===== src/shared/pds_pkg.sv =====
package pds_pkg;
  // Register port geometry
  localparam int ADDR_W = 4;
  localparam int DATA_W = 8;
  localparam int NUM_HIGH_STOP = 3;
  localparam int NUM_LOW_STOP = 8;
  localparam int NUM_MODULES = NUM_HIGH_STOP + NUM_LOW_STOP;
  localparam int SEL_W = 4;
  localparam int MODE_W = 3;

  // Register offsets
  localparam logic [ADDR_W-1:0] SYSTEM_CONTROL_REG_ADDR = 4'h0;
  localparam logic [ADDR_W-1:0] MODULE_STOP_CTRL_HIGH_ADDR = 4'h1;
  localparam logic [ADDR_W-1:0] MODULE_STOP_CTRL_LOW_ADDR = 4'h2;
  localparam logic [ADDR_W-1:0] STATUS_REG_ADDR = 4'h3;

  // Field positions
  localparam int RAM_ENABLE_BIT_POS = 0;
  localparam int CLOCK_OUT_STOP_BIT_POS = 7;

  // Reset values
  localparam logic RAM_ENABLE_RST = 1'b1;
  localparam logic CLOCK_OUT_STOP_RST = 1'b0;
  localparam logic [NUM_HIGH_STOP-1:0] HIGH_STOP_RST = 3'h0;
  localparam logic [NUM_LOW_STOP-1:0] LOW_STOP_RST = 8'h0;

  // Values returned by a halted module and by an unmapped or idle register read
  localparam logic [DATA_W-1:0] HALTED_READ_VALUE = 8'hff;
  localparam logic [DATA_W-1:0] UNMAPPED_READ_VALUE = 8'h00;

  typedef enum logic [1:0] {
    ST_RUN,
    ST_HW_STANDBY,
    ST_OSC_WAIT,
    ST_RST_EXC
  } pds_state_t;

  typedef struct packed {
    logic clock_out_stop_bit;
    logic [NUM_HIGH_STOP-1:0] high_module_stop_bits;
    logic [NUM_LOW_STOP-1:0] low_module_stop_bits;
    logic ram_enable_bit;
  } pds_ctrl_t;

  // Access from the CPU toward one supporting module
  typedef struct packed {
    logic [SEL_W-1:0] sel;
    logic wr;
    logic rd;
  } pds_per_req_t;
endpackage


===== src/rtl/pds_top.sv =====
// The strobed register port and the placing of the registers are this design's own decisions.
`timescale 1ns/1ps
// Summary of operation
// Standby pin low forces hardware standby immediately from any state, halting everything.
// In hardware standby every module except RAM is held in reset.
// In hardware standby all I/O port pins go high impedance.
// Software clears the RAM enable bit before the standby pin falls.
// Board holds the mode pins steady throughout hardware standby.
// Standby pin rising while reset pin low restarts the oscillator.
// Board keeps reset pin low until the oscillator has settled.
// Reset pin rising after standby exit runs reset handling, then program execution.
// Board drives reset low before driving the standby pin low.
// Board raises standby first, waits for clock, then releases reset.
// Three high and eight low stop bits each halt one supporting module.
// Writing a stop bit to 1 halts the module from the next cycle.
// Reads of a halted module return ff.
// Writes to a halted module are dropped.
// A halted module has all its registers reset, interrupt flags included.
// Software disables module interrupts before setting its stop bit.
// Pins of a halted module fall back to port behaviour.
// Software clears the stop bit, then reprograms the module.
// Clock-out stop bit at 1 puts the clock pin in high impedance.
// Clock-out stop bit at 0 drives the clock in normal and sleep modes.
// With it at 0, clock pin high in software standby, floating in hardware standby.
module pds_top #(
  parameter int NUM_MODULES = pds_pkg::NUM_MODULES
) (
  // Clock and reset
  input wire logic CLK_SYS_I,
  input wire logic RESET_I,
  // Register port
  input wire logic [pds_pkg::ADDR_W-1:0] REG_ADDR_I,
  input wire logic [pds_pkg::DATA_W-1:0] REG_WDATA_I,
  input wire logic REG_WR_I,
  input wire logic REG_RD_I,
  output logic [pds_pkg::DATA_W-1:0] REG_RDATA_O,
  // Board pins
  input wire logic HW_STANDBY_PIN_N_I,
  input wire logic CHIP_RESET_PIN_N_I,
  input wire logic [pds_pkg::MODE_W-1:0] OPERATING_MODE_PINS_I,
  // Operating state from the CPU
  input wire logic SW_STANDBY_I,
  input wire logic SLEEP_I,
  // Core control
  output logic HW_STANDBY_O,
  output logic CPU_HALT_O,
  output logic OSC_RUN_O,
  output logic RESET_EXC_O,
  output logic PROGRAM_RUN_O,
  output logic RAM_ENABLE_O,
  output logic PORT_HIZ_O,
  output logic [pds_pkg::MODE_W-1:0] MODE_O,
  // Supporting modules
  output logic [NUM_MODULES-1:0] MODULE_RESET_O,
  output logic [NUM_MODULES-1:0] MODULE_PIN_FUNC_EN_O,
  input wire pds_pkg::pds_per_req_t PER_REQ_I,
  input wire logic [pds_pkg::DATA_W-1:0] PER_RDATA_I,
  output logic PER_WR_O,
  output logic PER_RD_O,
  output logic [pds_pkg::DATA_W-1:0] PER_RDATA_O,
  // System clock pin
  output logic SYS_CLK_PIN_O,
  output logic SYS_CLK_PIN_OE_N_O
);

  pds_pkg::pds_state_t state_reg;
  pds_pkg::pds_state_t state_next;
  pds_pkg::pds_ctrl_t ctrl_reg;
  pds_pkg::pds_ctrl_t ctrl_next;
  logic [pds_pkg::DATA_W-1:0] rdata_reg;
  logic [pds_pkg::DATA_W-1:0] rdata_next;
  logic [pds_pkg::DATA_W-1:0] per_rdata_reg;
  logic [pds_pkg::DATA_W-1:0] per_rdata_next;
  logic [pds_pkg::MODE_W-1:0] mode_reg;
  logic clk_phase_reg;

  wire standby_pin_low = ~HW_STANDBY_PIN_N_I;
  wire hw_standby = standby_pin_low | (state_reg == pds_pkg::ST_HW_STANDBY);
  wire ctrl_rst = RESET_I | hw_standby;
  wire wr_sys = REG_WR_I & (REG_ADDR_I == pds_pkg::SYSTEM_CONTROL_REG_ADDR);
  wire wr_high = REG_WR_I & (REG_ADDR_I == pds_pkg::MODULE_STOP_CTRL_HIGH_ADDR);
  wire wr_low = REG_WR_I & (REG_ADDR_I == pds_pkg::MODULE_STOP_CTRL_LOW_ADDR);
  wire [NUM_MODULES-1:0] stop_vec = {ctrl_reg.high_module_stop_bits,
                                     ctrl_reg.low_module_stop_bits};
  wire sel_valid = PER_REQ_I.sel < pds_pkg::SEL_W'(NUM_MODULES);
  wire sel_stopped = sel_valid & stop_vec[PER_REQ_I.sel];
  wire [pds_pkg::DATA_W-1:0] sys_rd = {{(pds_pkg::DATA_W-1){1'b0}}, ctrl_reg.ram_enable_bit};
  wire [pds_pkg::DATA_W-1:0] high_rd = {ctrl_reg.clock_out_stop_bit, 4'h0,
                                        ctrl_reg.high_module_stop_bits};
  wire [pds_pkg::DATA_W-1:0] stat_rd = {4'h0, PROGRAM_RUN_O, OSC_RUN_O, hw_standby,
                                        CHIP_RESET_PIN_N_I};

  // State sequencing against the two pins
  always_comb begin
    state_next = state_reg;
    unique case (state_reg)
      pds_pkg::ST_RUN: begin
        if (standby_pin_low) begin
          state_next = pds_pkg::ST_HW_STANDBY;
        end
      end
      pds_pkg::ST_HW_STANDBY: begin
        // A board that lets reset rise with standby still waits here for reset low
        if (!standby_pin_low && !CHIP_RESET_PIN_N_I) begin
          state_next = pds_pkg::ST_OSC_WAIT;
        end
      end
      pds_pkg::ST_OSC_WAIT: begin
        if (standby_pin_low) begin
          state_next = pds_pkg::ST_HW_STANDBY;
        end else if (CHIP_RESET_PIN_N_I) begin
          state_next = pds_pkg::ST_RST_EXC;
        end
      end
      pds_pkg::ST_RST_EXC: begin
        state_next = standby_pin_low ? pds_pkg::ST_HW_STANDBY : pds_pkg::ST_RUN;
      end
    endcase
  end

  always_ff @(posedge CLK_SYS_I) begin
    if (RESET_I) begin
      state_reg <= pds_pkg::ST_RUN;
    end else begin
      state_reg <= state_next;
    end
  end

  // Control registers; hardware standby returns them to reset values
  always_comb begin
    ctrl_next = ctrl_reg;
    if (wr_sys) begin
      ctrl_next.ram_enable_bit = REG_WDATA_I[pds_pkg::RAM_ENABLE_BIT_POS];
    end
    if (wr_high) begin
      ctrl_next.clock_out_stop_bit = REG_WDATA_I[pds_pkg::CLOCK_OUT_STOP_BIT_POS];
      ctrl_next.high_module_stop_bits = REG_WDATA_I[pds_pkg::NUM_HIGH_STOP-1:0];
    end
    if (wr_low) begin
      ctrl_next.low_module_stop_bits = REG_WDATA_I;
    end
  end

  always_ff @(posedge CLK_SYS_I) begin
    if (ctrl_rst) begin
      ctrl_reg.ram_enable_bit <= pds_pkg::RAM_ENABLE_RST;
      ctrl_reg.clock_out_stop_bit <= pds_pkg::CLOCK_OUT_STOP_RST;
      ctrl_reg.high_module_stop_bits <= pds_pkg::HIGH_STOP_RST;
      ctrl_reg.low_module_stop_bits <= pds_pkg::LOW_STOP_RST;
    end else begin
      ctrl_reg <= ctrl_next;
    end
  end

  // Register read data, one cycle after the strobe
  always_comb begin
    rdata_next = pds_pkg::UNMAPPED_READ_VALUE;
    if (REG_RD_I) begin
      unique case (REG_ADDR_I)
        pds_pkg::SYSTEM_CONTROL_REG_ADDR: rdata_next = sys_rd;
        pds_pkg::MODULE_STOP_CTRL_HIGH_ADDR: rdata_next = high_rd;
        pds_pkg::MODULE_STOP_CTRL_LOW_ADDR: rdata_next = ctrl_reg.low_module_stop_bits;
        pds_pkg::STATUS_REG_ADDR: rdata_next = stat_rd;
        default: rdata_next = pds_pkg::UNMAPPED_READ_VALUE;
      endcase
    end
  end

  // Halted module answers ff; its own read data is not looked at
  assign per_rdata_next = sel_stopped ? pds_pkg::HALTED_READ_VALUE : PER_RDATA_I;

  always_ff @(posedge CLK_SYS_I) begin
    if (RESET_I) begin
      rdata_reg <= pds_pkg::UNMAPPED_READ_VALUE;
      per_rdata_reg <= pds_pkg::UNMAPPED_READ_VALUE;
    end else begin
      rdata_reg <= rdata_next;
      per_rdata_reg <= per_rdata_next;
    end
  end

  // Mode pins are taken on the clock edge that ends reset handling; the board keeps them still
  always_ff @(posedge CLK_SYS_I) begin
    if (RESET_I) begin
      mode_reg <= 3'h0;
    end else if (state_reg == pds_pkg::ST_RST_EXC) begin
      mode_reg <= OPERATING_MODE_PINS_I;
    end
  end

  // Half-rate replica of the system clock; a flop keeps the pin glitch free
  always_ff @(posedge CLK_SYS_I) begin
    if (RESET_I) begin
      clk_phase_reg <= 1'b1;
    end else if (SW_STANDBY_I) begin
      clk_phase_reg <= 1'b1;
    end else begin
      clk_phase_reg <= ~clk_phase_reg;
    end
  end

  assign REG_RDATA_O = rdata_reg;
  assign PER_RDATA_O = per_rdata_reg;
  assign HW_STANDBY_O = hw_standby;
  assign CPU_HALT_O = hw_standby | (state_reg == pds_pkg::ST_OSC_WAIT);
  assign OSC_RUN_O = ~hw_standby;
  assign RESET_EXC_O = (state_reg == pds_pkg::ST_RST_EXC);
  assign PROGRAM_RUN_O = (state_reg == pds_pkg::ST_RUN) & ~standby_pin_low;
  assign RAM_ENABLE_O = ctrl_reg.ram_enable_bit;
  assign PORT_HIZ_O = hw_standby;
  assign MODE_O = mode_reg;
  assign MODULE_RESET_O = stop_vec | {NUM_MODULES{hw_standby}};
  assign MODULE_PIN_FUNC_EN_O = ~MODULE_RESET_O;
  assign PER_WR_O = PER_REQ_I.wr & ~sel_stopped & ~hw_standby;
  assign PER_RD_O = PER_REQ_I.rd & ~sel_stopped & ~hw_standby;
  assign SYS_CLK_PIN_O = clk_phase_reg;
  assign SYS_CLK_PIN_OE_N_O = hw_standby | ctrl_reg.clock_out_stop_bit;
endmodule // pds_top


===== config.mk =====
export PLATFORM = sky130hd
export DESIGN_NAME = pds_top
export DESIGN_NICKNAME = d
export VERILOG_FILES = /design/src/shared/pds_pkg.sv /design/src/rtl/pds_top.sv
export SDC_FILE = /design/constraint.sdc
export NUM_CORES = 1
export LEC_CHECK = 0
export BUFFER_PORTS_ARGS = -buffer_cell sky130_fd_sc_hd__buf_4
export CAP_MARGIN = 30
export CORE_MARGIN = 2
export CORE_UTILIZATION = 39
export CTS_CLUSTER_SIZE = 30
export DETAILED_ROUTE_END_ITERATION = 10
export GPL_TIMING_DRIVEN = 0
export PLACE_DENSITY = 0.75
export SETUP_SLACK_MARGIN = 0.3
export SLEW_MARGIN = 20
export SYNTH_ARGS = -nofsm -noshare
export SYNTH_HDL_FRONTEND = slang
export SYNTH_SLANG_ARGS = --single-unit

===== constraint.sdc =====
create_clock -name CLK_SYS_I -period 1.2 [get_ports CLK_SYS_I]
set_input_delay 0.06 -clock CLK_SYS_I [delete_from_list [all_inputs] [get_ports CLK_SYS_I]]
set_output_delay 0.06 -clock CLK_SYS_I [all_outputs]
set_load 0.05 [all_outputs]

; Yosys cells after proc, flatten, opt, wreduce, memory -nomap -nowiden
; Index checks and enable logic that the tools add are counted.
[totals]
reg_bits = 35
in_bits = 37
wordCells = 57
[classes]
order_cmp = 2
n_eq_ne = 9
muxes = 10
bitwise = 20
reduce_logical = 7
[ops]
columns = operator, n
row1 = 8-bit case mux with 4 select lines, 1
row2 = 11-bit inverter, 1
row3 = 11-bit bitwise OR, 1
row4 = 1-bit AND, 9
row5 = 4-bit by 2-bit equality test with 1-bit output (second input constant), 2
row6 = 2-bit 2-to-1 mux, 4
row7 = 8-bit 2-to-1 mux, 1
row8 = 2-bit case mux with 4 select lines, 1
row9 = 4-bit by 5-bit less-than comparator with 1-bit output (second input constant), 1
row10 = 1-bit inverter, 5
row11 = 1-bit binary-select mux with 4-bit select, 1
row12 = 2-bit equality test (second input constant), 2
row13 = 4-bit by 1-bit equality test with 1-bit output (second input constant), 1
row14 = 4-bit logical NOT, 1
row15 = 4-bit less-than comparator (second input constant), 1
row16 = 1-bit bitwise OR, 4
row17 = 2-bit OR reduction, 2
row18 = 3-bit inequality test (second input constant), 1
row19 = 3-bit AND reduction, 1
row20 = 2-bit by 1-bit equality test with 1-bit output (second input constant), 1
row21 = 2-bit logical NOT, 1
row22 = 1-bit 2-to-1 mux, 2
row23 = 2-bit by 1-bit inequality test with 1-bit output (second input constant), 1
row24 = 2-bit inequality test (second input constant), 1
row25 = other kinds (2), 2

; Longest topological paths before layout
; Gate-level depths: netlist (run 1).
[depth]
depth_word = 6
ltp_mapped = 5

; Worst setup path after synthesis (run 1)
; No wires, ideal clock.
[synth_path]
path_type = reg-to-reg
startpoint = register state_reg[1]
endpoint = register rdata_reg, in the netlist REG_RDATA_O[3]
setup_time_ns = 0.070
arrival_time_ns = 1.817
t_required_ns = 1.130
path_slack_ns = -0.687
path_stages_with_launch = 4
period_less_slack_ns = 1.887
cell_sequence = dfxtp_1 > nor3b_1 > mux2i_1 > nor2_1
[synth_via]
elab_chain_cells = 3
[synth_lines]
columns = item, line
row1 = from (decl), pds_top.sv:66  ; pds_pkg::pds_state_t state_reg;
row2 = from (signal assigned), pds_top.sv:123  ; state_reg <= pds_pkg::ST_RUN;
row3 = from (signal assigned), pds_top.sv:125  ; state_reg <= state_next;
row4 = 2-bit logical NOT, pds_top.sv:208  ; assign PROGRAM_RUN_O = (state_reg == pds_pkg::ST_RUN) & ~standby_pin_low;
row5 = 1-bit AND, pds_top.sv:208
row6 = named net PROGRAM_RUN_O, pds_top.sv:49  ; output logic PROGRAM_RUN_O,
row7 = 8-bit case mux with 4 select lines, pds_top.sv:159  ; unique case (REG_ADDR_I)
row8 = to (signal assigned), pds_top.sv:174  ; rdata_reg <= pds_pkg::UNMAPPED_READ_VALUE;
row9 = to (signal assigned), pds_top.sv:177  ; rdata_reg <= rdata_next;
row10 = to (decl), pds_top.sv:70  ; logic [pds_pkg::DATA_W-1:0] rdata_reg;
; The timed path passes the listed nets, and every way through them passes these cells.
; A chain may end at the register's enable or synchronous reset.

; Worst setup path in the final report (run 1)
[layout_path]
startpoint = register ctrl_reg[4] in the netlist's numbering
endpoint = output PER_WR_O
[layout_via]
elab_chain_cells = 6
[layout_lines]
columns = item, line
row1 = from (decl), pds_top.sv:68  ; pds_pkg::pds_ctrl_t ctrl_reg;
row2 = from (signal assigned), pds_top.sv:151  ; ctrl_reg <= ctrl_next;
row3 = 1-bit binary-select mux with 4-bit select, pds_top.sv:86  ; wire sel_stopped = sel_valid & stop_vec[PER_REQ_I.sel];
row4 = 1-bit 2-to-1 mux (implied by the code), pds_top.sv:86
row5 = 1-bit AND, pds_top.sv:86
row6 = 1-bit inverter, pds_top.sv:214  ; assign PER_WR_O = PER_REQ_I.wr & ~sel_stopped & ~hw_standby;
row7 = 1-bit AND (2 in a row), pds_top.sv:214
row8 = to (decl), pds_top.sv:58  ; output logic PER_WR_O,
; No other way between the ends. The select of a mux whose other input is x is not followed.

==> impl_metrics.csv, run 1 <==
group,metric,value,unit
run_status,outcome,"finished with violations",
run_status,violations,"negative setup slack",
detailed_routing,drcViolationCount,0,
layout,multiInputGateArea,994.7,sq um
setup_path,required,1140,ps
clock_network,ctsRootBufferMaster,"clkbuf_8",
setup_path,start_kind,"flop",
sta,fin_crit,1743,ps
hold_path,hold_class,"in -> reg",
yosys,synth_area_leaders,"dfxtp_1, nand2_1, nand2b_1",
detailed_routing,routedWlPerCell,17.59,um
floorplan,die_y,67.15,um
sta,finalSetupTns,-10620,ps
sta,worst_hold_slack,17.60,ps
yosys,synth_fp_nets,219,
yosys,synth-seq-cells,35,
sta,fin_ws,-543.0,ps
global_routing,grt_pass1_wl,7569,um
yosys,syn-instance-count,182,
setup_path,path_class,"reg -> out",
global_routing,grt_max_degree,12,
sta,drv_slew,0,
placed_design,portBuffers,86,
layout,antenna_cells,0,
clock_network,htreeDepth,2,
sta,clock_skew,7.764,ps
power_and_ir_drop,leakage,1.352,nW
setup_path,max_stage_delay,490,ps
layout,final_cells,350,
run,maxCapViolations,0,
global_routing,antenna_found_initial,0,
detailed_routing,ant_nets,0,
yosys,ys_warn_count,0,
detailed_routing,drtIter0Drc,114,
setup_path,cp_slowest_cell,"mux4_2",
floorplan,rows,22,
yosys,synth_top_area_share,45.05,%
sta,hold_violations,0,
clock_network,cts_tree,"yes",
clock_network,numCtsBuffers,5,
global_routing,grt_util_met1,28.81,%
clock_network,cts_sinks,35,
clock_network,clkTransAtPathRegs,70,ps
global_routing,track_usage,22.78,%
setup_path,worstPathMaxFanout,4,
yosys,synth_area,1555,sq um
power_and_ir_drop,ir_worst_vdd,0.7735,mV
global_routing,grt_pass1_vias,1584,
detailed_routing,drtPass1Iterations,4,
power_and_ir_drop,power_density,1038,nW/um^2
sta,maxSlewHeadroom,65.12,%
clock_network,cts_buffer_depth,2,
placed_design,place.gp.congestion,0.7750,
layout,drive_gt1_share,69.54,%
sta,fin_crit_sh,145.2,%
detailed_routing,via_count,1826,
setup_path,path_cells,"mux4_2 > o21ai_4 > and4_4 > buf_8",
global_routing,busiest_layer,"met2",
layout,fill_cells,188,
global_routing,use_met2,37.50,%
sta,tightest_slew,523.2,ps
detailed_routing,routed_wl,6157,um
detailed_routing,vias_per_cell,5.217,
placed_design,placedCellCount,316,
floorplan,die_area,4509,sq um
sta,report.final.setup_viol,38,
layout,layout_commonest_cell,"buf_4",
setup_path,crit_path_end_kind,"output pin",
floorplan,initial_core_util,41.54,%
clock_network,clkLatencyLatePin,300,ps
layout,final_nets,338,
layout,layout_common_cells,"buf_4, buf_6, nand2_1",
placed_design,dp.final_hpwl,3366,um
layout,regArea,732.0,sq um
global_routing,use_met3,4.833,%
yosys,synth_top_area_cell,"dfxtp_1",
global_routing,overflow,0,
yosys,avgSynthCellArea,8.545,sq um
floorplan,pin_count,89,
sta,max_freq,573.7,MHz
floorplan,core,3744,sq um
yosys,synth_cell_type_count,34,
floorplan,die_x,67.15,um
setup_path,critPathArrivalTime,1680,ps
sta,rsz0062_at_grt,"yes",
yosys,ys_seq_area_share,45.05,%
layout,syn_to_final_growth,106.7,%
layout,largest_reg_flops,12,
==> routing by layer <==
| layer | wire length, um | up-vias |
|---|---|---|
| li1 | - | 858 |
| met1 | 2324 | 873 |
| met2 | 3286 | 87 |
| met3 | 446 | 8 |
| met4 | 100 | 0 |
| met5 | 0 | - |
==> cell usage after synthesis <==
library cell,n
dfxtp_1,35
nand2_1,24
inv_1,22
a21oi_1,17
nand2b_1,14
nand3_1,13
a31oi_1,8
and3_1,4
mux2i_1,4
nor2_1,4
buf_2,3
nor2b_1,3
o21ai_0,3
and2_1,2
and2_2,2
and4_1,2
buf_4,2
clkbuf_1,2
mux4_2,2
nand3b_1,2
a21boi_0,1
a221oi_2,1
a22oi_1,1
a2bb2oi_1,1
a311o_1,1
and2b_4,1
and3b_1,1
nor3b_1,1
nor3b_2,1
nor4b_1,1
o21ai_4,1
o22ai_1,1
or3b_2,1
or4b_2,1
==> final timing paths <==
kind	from	endpoint	slack, ps	cells after the start
worst max-delay path	ctrl_reg[4]	PER_WR_O	-540	4
worst min-delay path	OPERATING_MODE_PINS_I[1]	MODE_O[1]	20	3
worst max register to register	ctrl_reg[4]	PER_RDATA_O[7]	-270	5
worst min register to register	MODE_O[2]	MODE_O[2]	470	2
==> cell type report <==
type	count	share of cell area (%)
clock inverters	1	0.2336
clock buffers	7	2.997
repair buffers	112	34.99
multi-input cells	118	30.95
flip-flops and latches	35	22.77
well taps	48	1.868
inverters	22	4.048
plain buffers	7	2.141
==> cells by family (layout without fill, tap and decap cells) <==
| logic type | Yosys count | in the layout | share of synthesized area (%) |
|---|---|---|---|
| AO/OA/AOI/OAI | 35 | 35 | 14.24 |
| flip-flops | 35 | 35 | 45.05 |
| buffers and inverters | 29 | 149 | 7.723 |
| multiplexers | 6 | 6 | 5.471 |
| AND/OR/NAND/NOR | 77 | 77 | 27.51 |
==> timing repair <==
| item | in CTS | in global routing |
|---|---|---|
| cloned | 1 | 0 |
| pin swaps | 8 | 21 |
| hold buffers | 2 | 0 |
| setup buffers | 11 | 12 |
| endpoints found under the hold margin | 2 | 0 |
| gates resized for setup | 80 | 40 |
| setup endpoints to repair | 57 | 70 |
==> power breakdown <==
group / switching, W / internal, W / total (W)
clock network: 0.000452 / 0.000522 / 0.000974
registers: 0.0000138 / 0.00118 / 0.00120
logic: 0.000671 / 0.000497 / 0.00117
total: 0.00114 / 0.00220 / 0.00334
==> critical path: cells and delay by family (launching register included) <==
family / cells / cell delay (ps)
compound gates: 1 / 180
buf+inv: 1 / 140
flops: 1 / 330
mux: 1 / 490
simple gates: 1 / 240
==> per-stage QoR <==
step | area (sq um) | power, W | utilization (%) | worst slack [ps]
after floorplan | 1757 | 0.001824 | - | -246.2
after global placement | 2462 | 0.002117 | 65.78 | -400.5
after detailed placement | 2462 | 0.002126 | 65.78 | -403.1
after CTS | 2998 | 0.003251 | 80.08 | -565.3
after global routing | 3214 | 0.003430 | 85.86 | -588.9
final | 3214 | 0.003338 | 85.86 | -543.0
Power figures use the tool's default switching activity.
==> run 2, diff against run 1 <==
- CELL_PAD_IN_SITES_DETAIL_PLACEMENT: unset -> 1
- CELL_PAD_IN_SITES_GLOBAL_PLACEMENT: unset -> 1
- CORE_UTILIZATION: 39 -> 27
- PLACE_DENSITY: 0.75 -> unset
- PLACE_DENSITY_LB_ADDON: unset -> 0.1
==> run 2 against run 1 <==
  * Sequential power about the same
  * First-iteration DRC count down 61%
  * Critical endpoint unchanged
  * Die area increased by 42%
  * Combinational power about the same
  * Non-clock buffer count increased by 1
  * The flow still finishes with violations (negative setup slack)
  * Hold slack better by 4.4 ps
  * Fmax about the same
  * Routed wire length grew 12%
  * Via count decreased by 2.2%
==> impl_metrics.csv, run 2 (synthesized netlist as in run 1, its figures left out) <==
group,metric,value,unit
setup_path,critPathArrivalTime,1680,ps
placed_design,pre_cts_ws,-401.3,ps
layout,layout_commonest_cell,"buf_4",
sta,hold_violations,0,
setup_path,path_cells,"mux4_2 > o21ai_4 > and4_4 > buf_8",
layout,final_cells,375,
detailed_routing,vias_per_cell,4.763,
floorplan,pin_count,89,
floorplan,initial_core_util,28.07,%
placed_design,dp.final_hpwl,3956,um
sta,fin_crit_sh,145.1,%
floorplan,die_area,6383,sq um
floorplan,core,5540,sq um
setup_path,crit_path_end_kind,"output pin",
hold_path,hold_class,"in -> reg",
power_and_ir_drop,p_switching,0.001136,W
detailed_routing,routedWlPerCell,18.31,um
global_routing,grt_pass1_wl,9611,um
setup_path,required,1140,ps
setup_path,crit_buf_inv,1,
floorplan,die_x,79.90,um
layout,antenna_cells,0,
placed_design,portBuffers,86,
setup_path,cpLargestDelayFamily,"multiplexers",
sta,report.final.setup_viol,57,
detailed_routing,ant_nets,0,
layout,final_util,59.64,%
setup_path,r2r_slack,-270,ps
global_routing,grt_max_degree,11,
layout,final_nets,339,
detailed_routing,via_count,1786,
detailed_routing,drcViolationCount,0,
clock_network,cts_tree,"yes",
power_and_ir_drop,switching_share,33.79,%
global_routing,track_usage,19.97,%
clock_network,cts_sinks,35,
sta,tightest_slew,630.4,ps
global_routing,overflow,0,
sta,maxSlewHeadroom,57.86,%
setup_path,path_class,"reg -> out",
placed_design,placed_area,2492,sq um
clock_network,htreeDepth,2,
power_and_ir_drop,pwr-share-seq,35.7,%
power_and_ir_drop,leakage,1.366,nW
power_and_ir_drop,clkPwrFrac,28.5,%
layout,syn_to_final_growth,112.5,%
clock_network,numCtsBuffers,5,
sta,fin_ws,-541.5,ps
power_and_ir_drop,p_int,0.002225,W
clock_network,ctsRootBufferMaster,"clkbuf_8",
sta,rsz0062_at_grt,"yes",
clock_network,cts_buffer_depth,2,
run,maxCapViolations,0,
run_status,outcome,"finished with violations",
setup_path,cp_slowest_cell,"mux4_2",
placed_design,placedCellCount,340,
layout,drive_gt1_share,69.31,%
sta,max_freq,574.2,MHz
setup_path,worstPathMaxFanout,4,
setup_path,start_kind,"flop",
detailed_routing,drtPass1Iterations,4,
detailed_routing,drtIter0Drc,44,
detailed_routing,routed_wl,6868,um
layout,largest_reg_flops,12,
sta,clock_skew,4.817,ps
layout,layout_common_cells,"buf_4, buf_6, buf_8",
placed_design,place.gp.congestion,0.7110,
sta,drv_slew,0,
power_and_ir_drop,power_density,1017,nW/um^2
sta,fin_crit,1742,ps
clock_network,clkTransAtPathRegs,70,ps
sta,worst_hold_slack,22.03,ps
floorplan,die_y,79.90,um
run_status,violations,"negative setup slack",
power_and_ir_drop,combPwrFrac,35.8,%
layout,stdcell_area,3304,sq um
setup_path,max_stage_delay,490,ps
global_routing,grt_pass1_vias,1849,
global_routing,antenna_found_initial,0,
power_and_ir_drop,ir_worst_vdd,0.4254,mV
clock_network,clkLatencyLatePin,290,ps
floorplan,rows,27,
-- run 2: cell count changes in the layout (fill, tap and decap cells not counted), sizes merged --
| cell | previous run | this run |
|---|---|---|
| buf | 116 | 117 |
| clkbuf | 8 | 10 |
| clkinvlp | 13 | 12 |
| dlymetal6s4s | 1 | 0 |
-- run 2: path summary, 6_finish.rpt --
check / startpoint / end / cells past startpoint
worst max-delay path: ctrl_reg[3] / PER_WR_O / 4
worst min register to register: MODE_O[1] / MODE_O[1] / 2
worst max register to register: ctrl_reg[7] / PER_RDATA_O[2] / 6
worst min-delay path: OPERATING_MODE_PINS_I[1] / MODE_O[1] / 3
-- run 2: per-layer routing --
metal	share of wire, %	vias to the layer above	global-route usage [%]
met5	0	-	0
met4	1.0	0	5.424
met3	4.8	6	5.882
met2	53	58	35.75
met1	41	870	22.94
li1	-	852	-
-- run 2: power groups by stage --
stage	registers [W]	clock network, W	logic, W
floorplan	0.00130	0	0.000525
global placement	0.00122	0	0.000902
detailed placement	0.00123	0	0.000909
CTS	0.00120	0.000975	0.00112
global route	0.00120	0.00106	0.00125
finish	0.00120	0.000959	0.00120
-- run 2: worst register-to-register path: stages, from the launching register on --
cell      delay [ps]
dfxtp_2          370
mux2i_1          110
a221oi_2         360
o21ai_4          120
buf_4            150
buf_6            120
a31oi_1          170
-- run 2: area by class of cell --
cell class | count | area, sq um
Inverter | 22 | 132.6
Clock buffer | 8 | 100.1
Sequential cell | 35 | 728.2
Multi-Input combinational cell | 118 | 1017
Tap cell | 72 | 90.09
Buffer | 7 | 68.82
Fill cell | 616 | 2236
Timing Repair Buffer | 113 | 1167
-- run 2: through the flow --
stage / power [W] / setup TNS, ps
floorplan: 0.001824 / -2393
global placement: 0.002126 / -3430
CTS: 0.003288 / -9084
finish: 0.003361 / -11320
detailed placement: 0.002135 / -3618
global route: 0.003511 / -14110
-- run 2: what timing repair did --
action	CTS	global route
endpoints found under the hold margin	1	1
cloned	1	1
gates resized for setup	85	42
setup endpoints to repair	59	68
buffers inserted	17	7
pin swaps	10	6
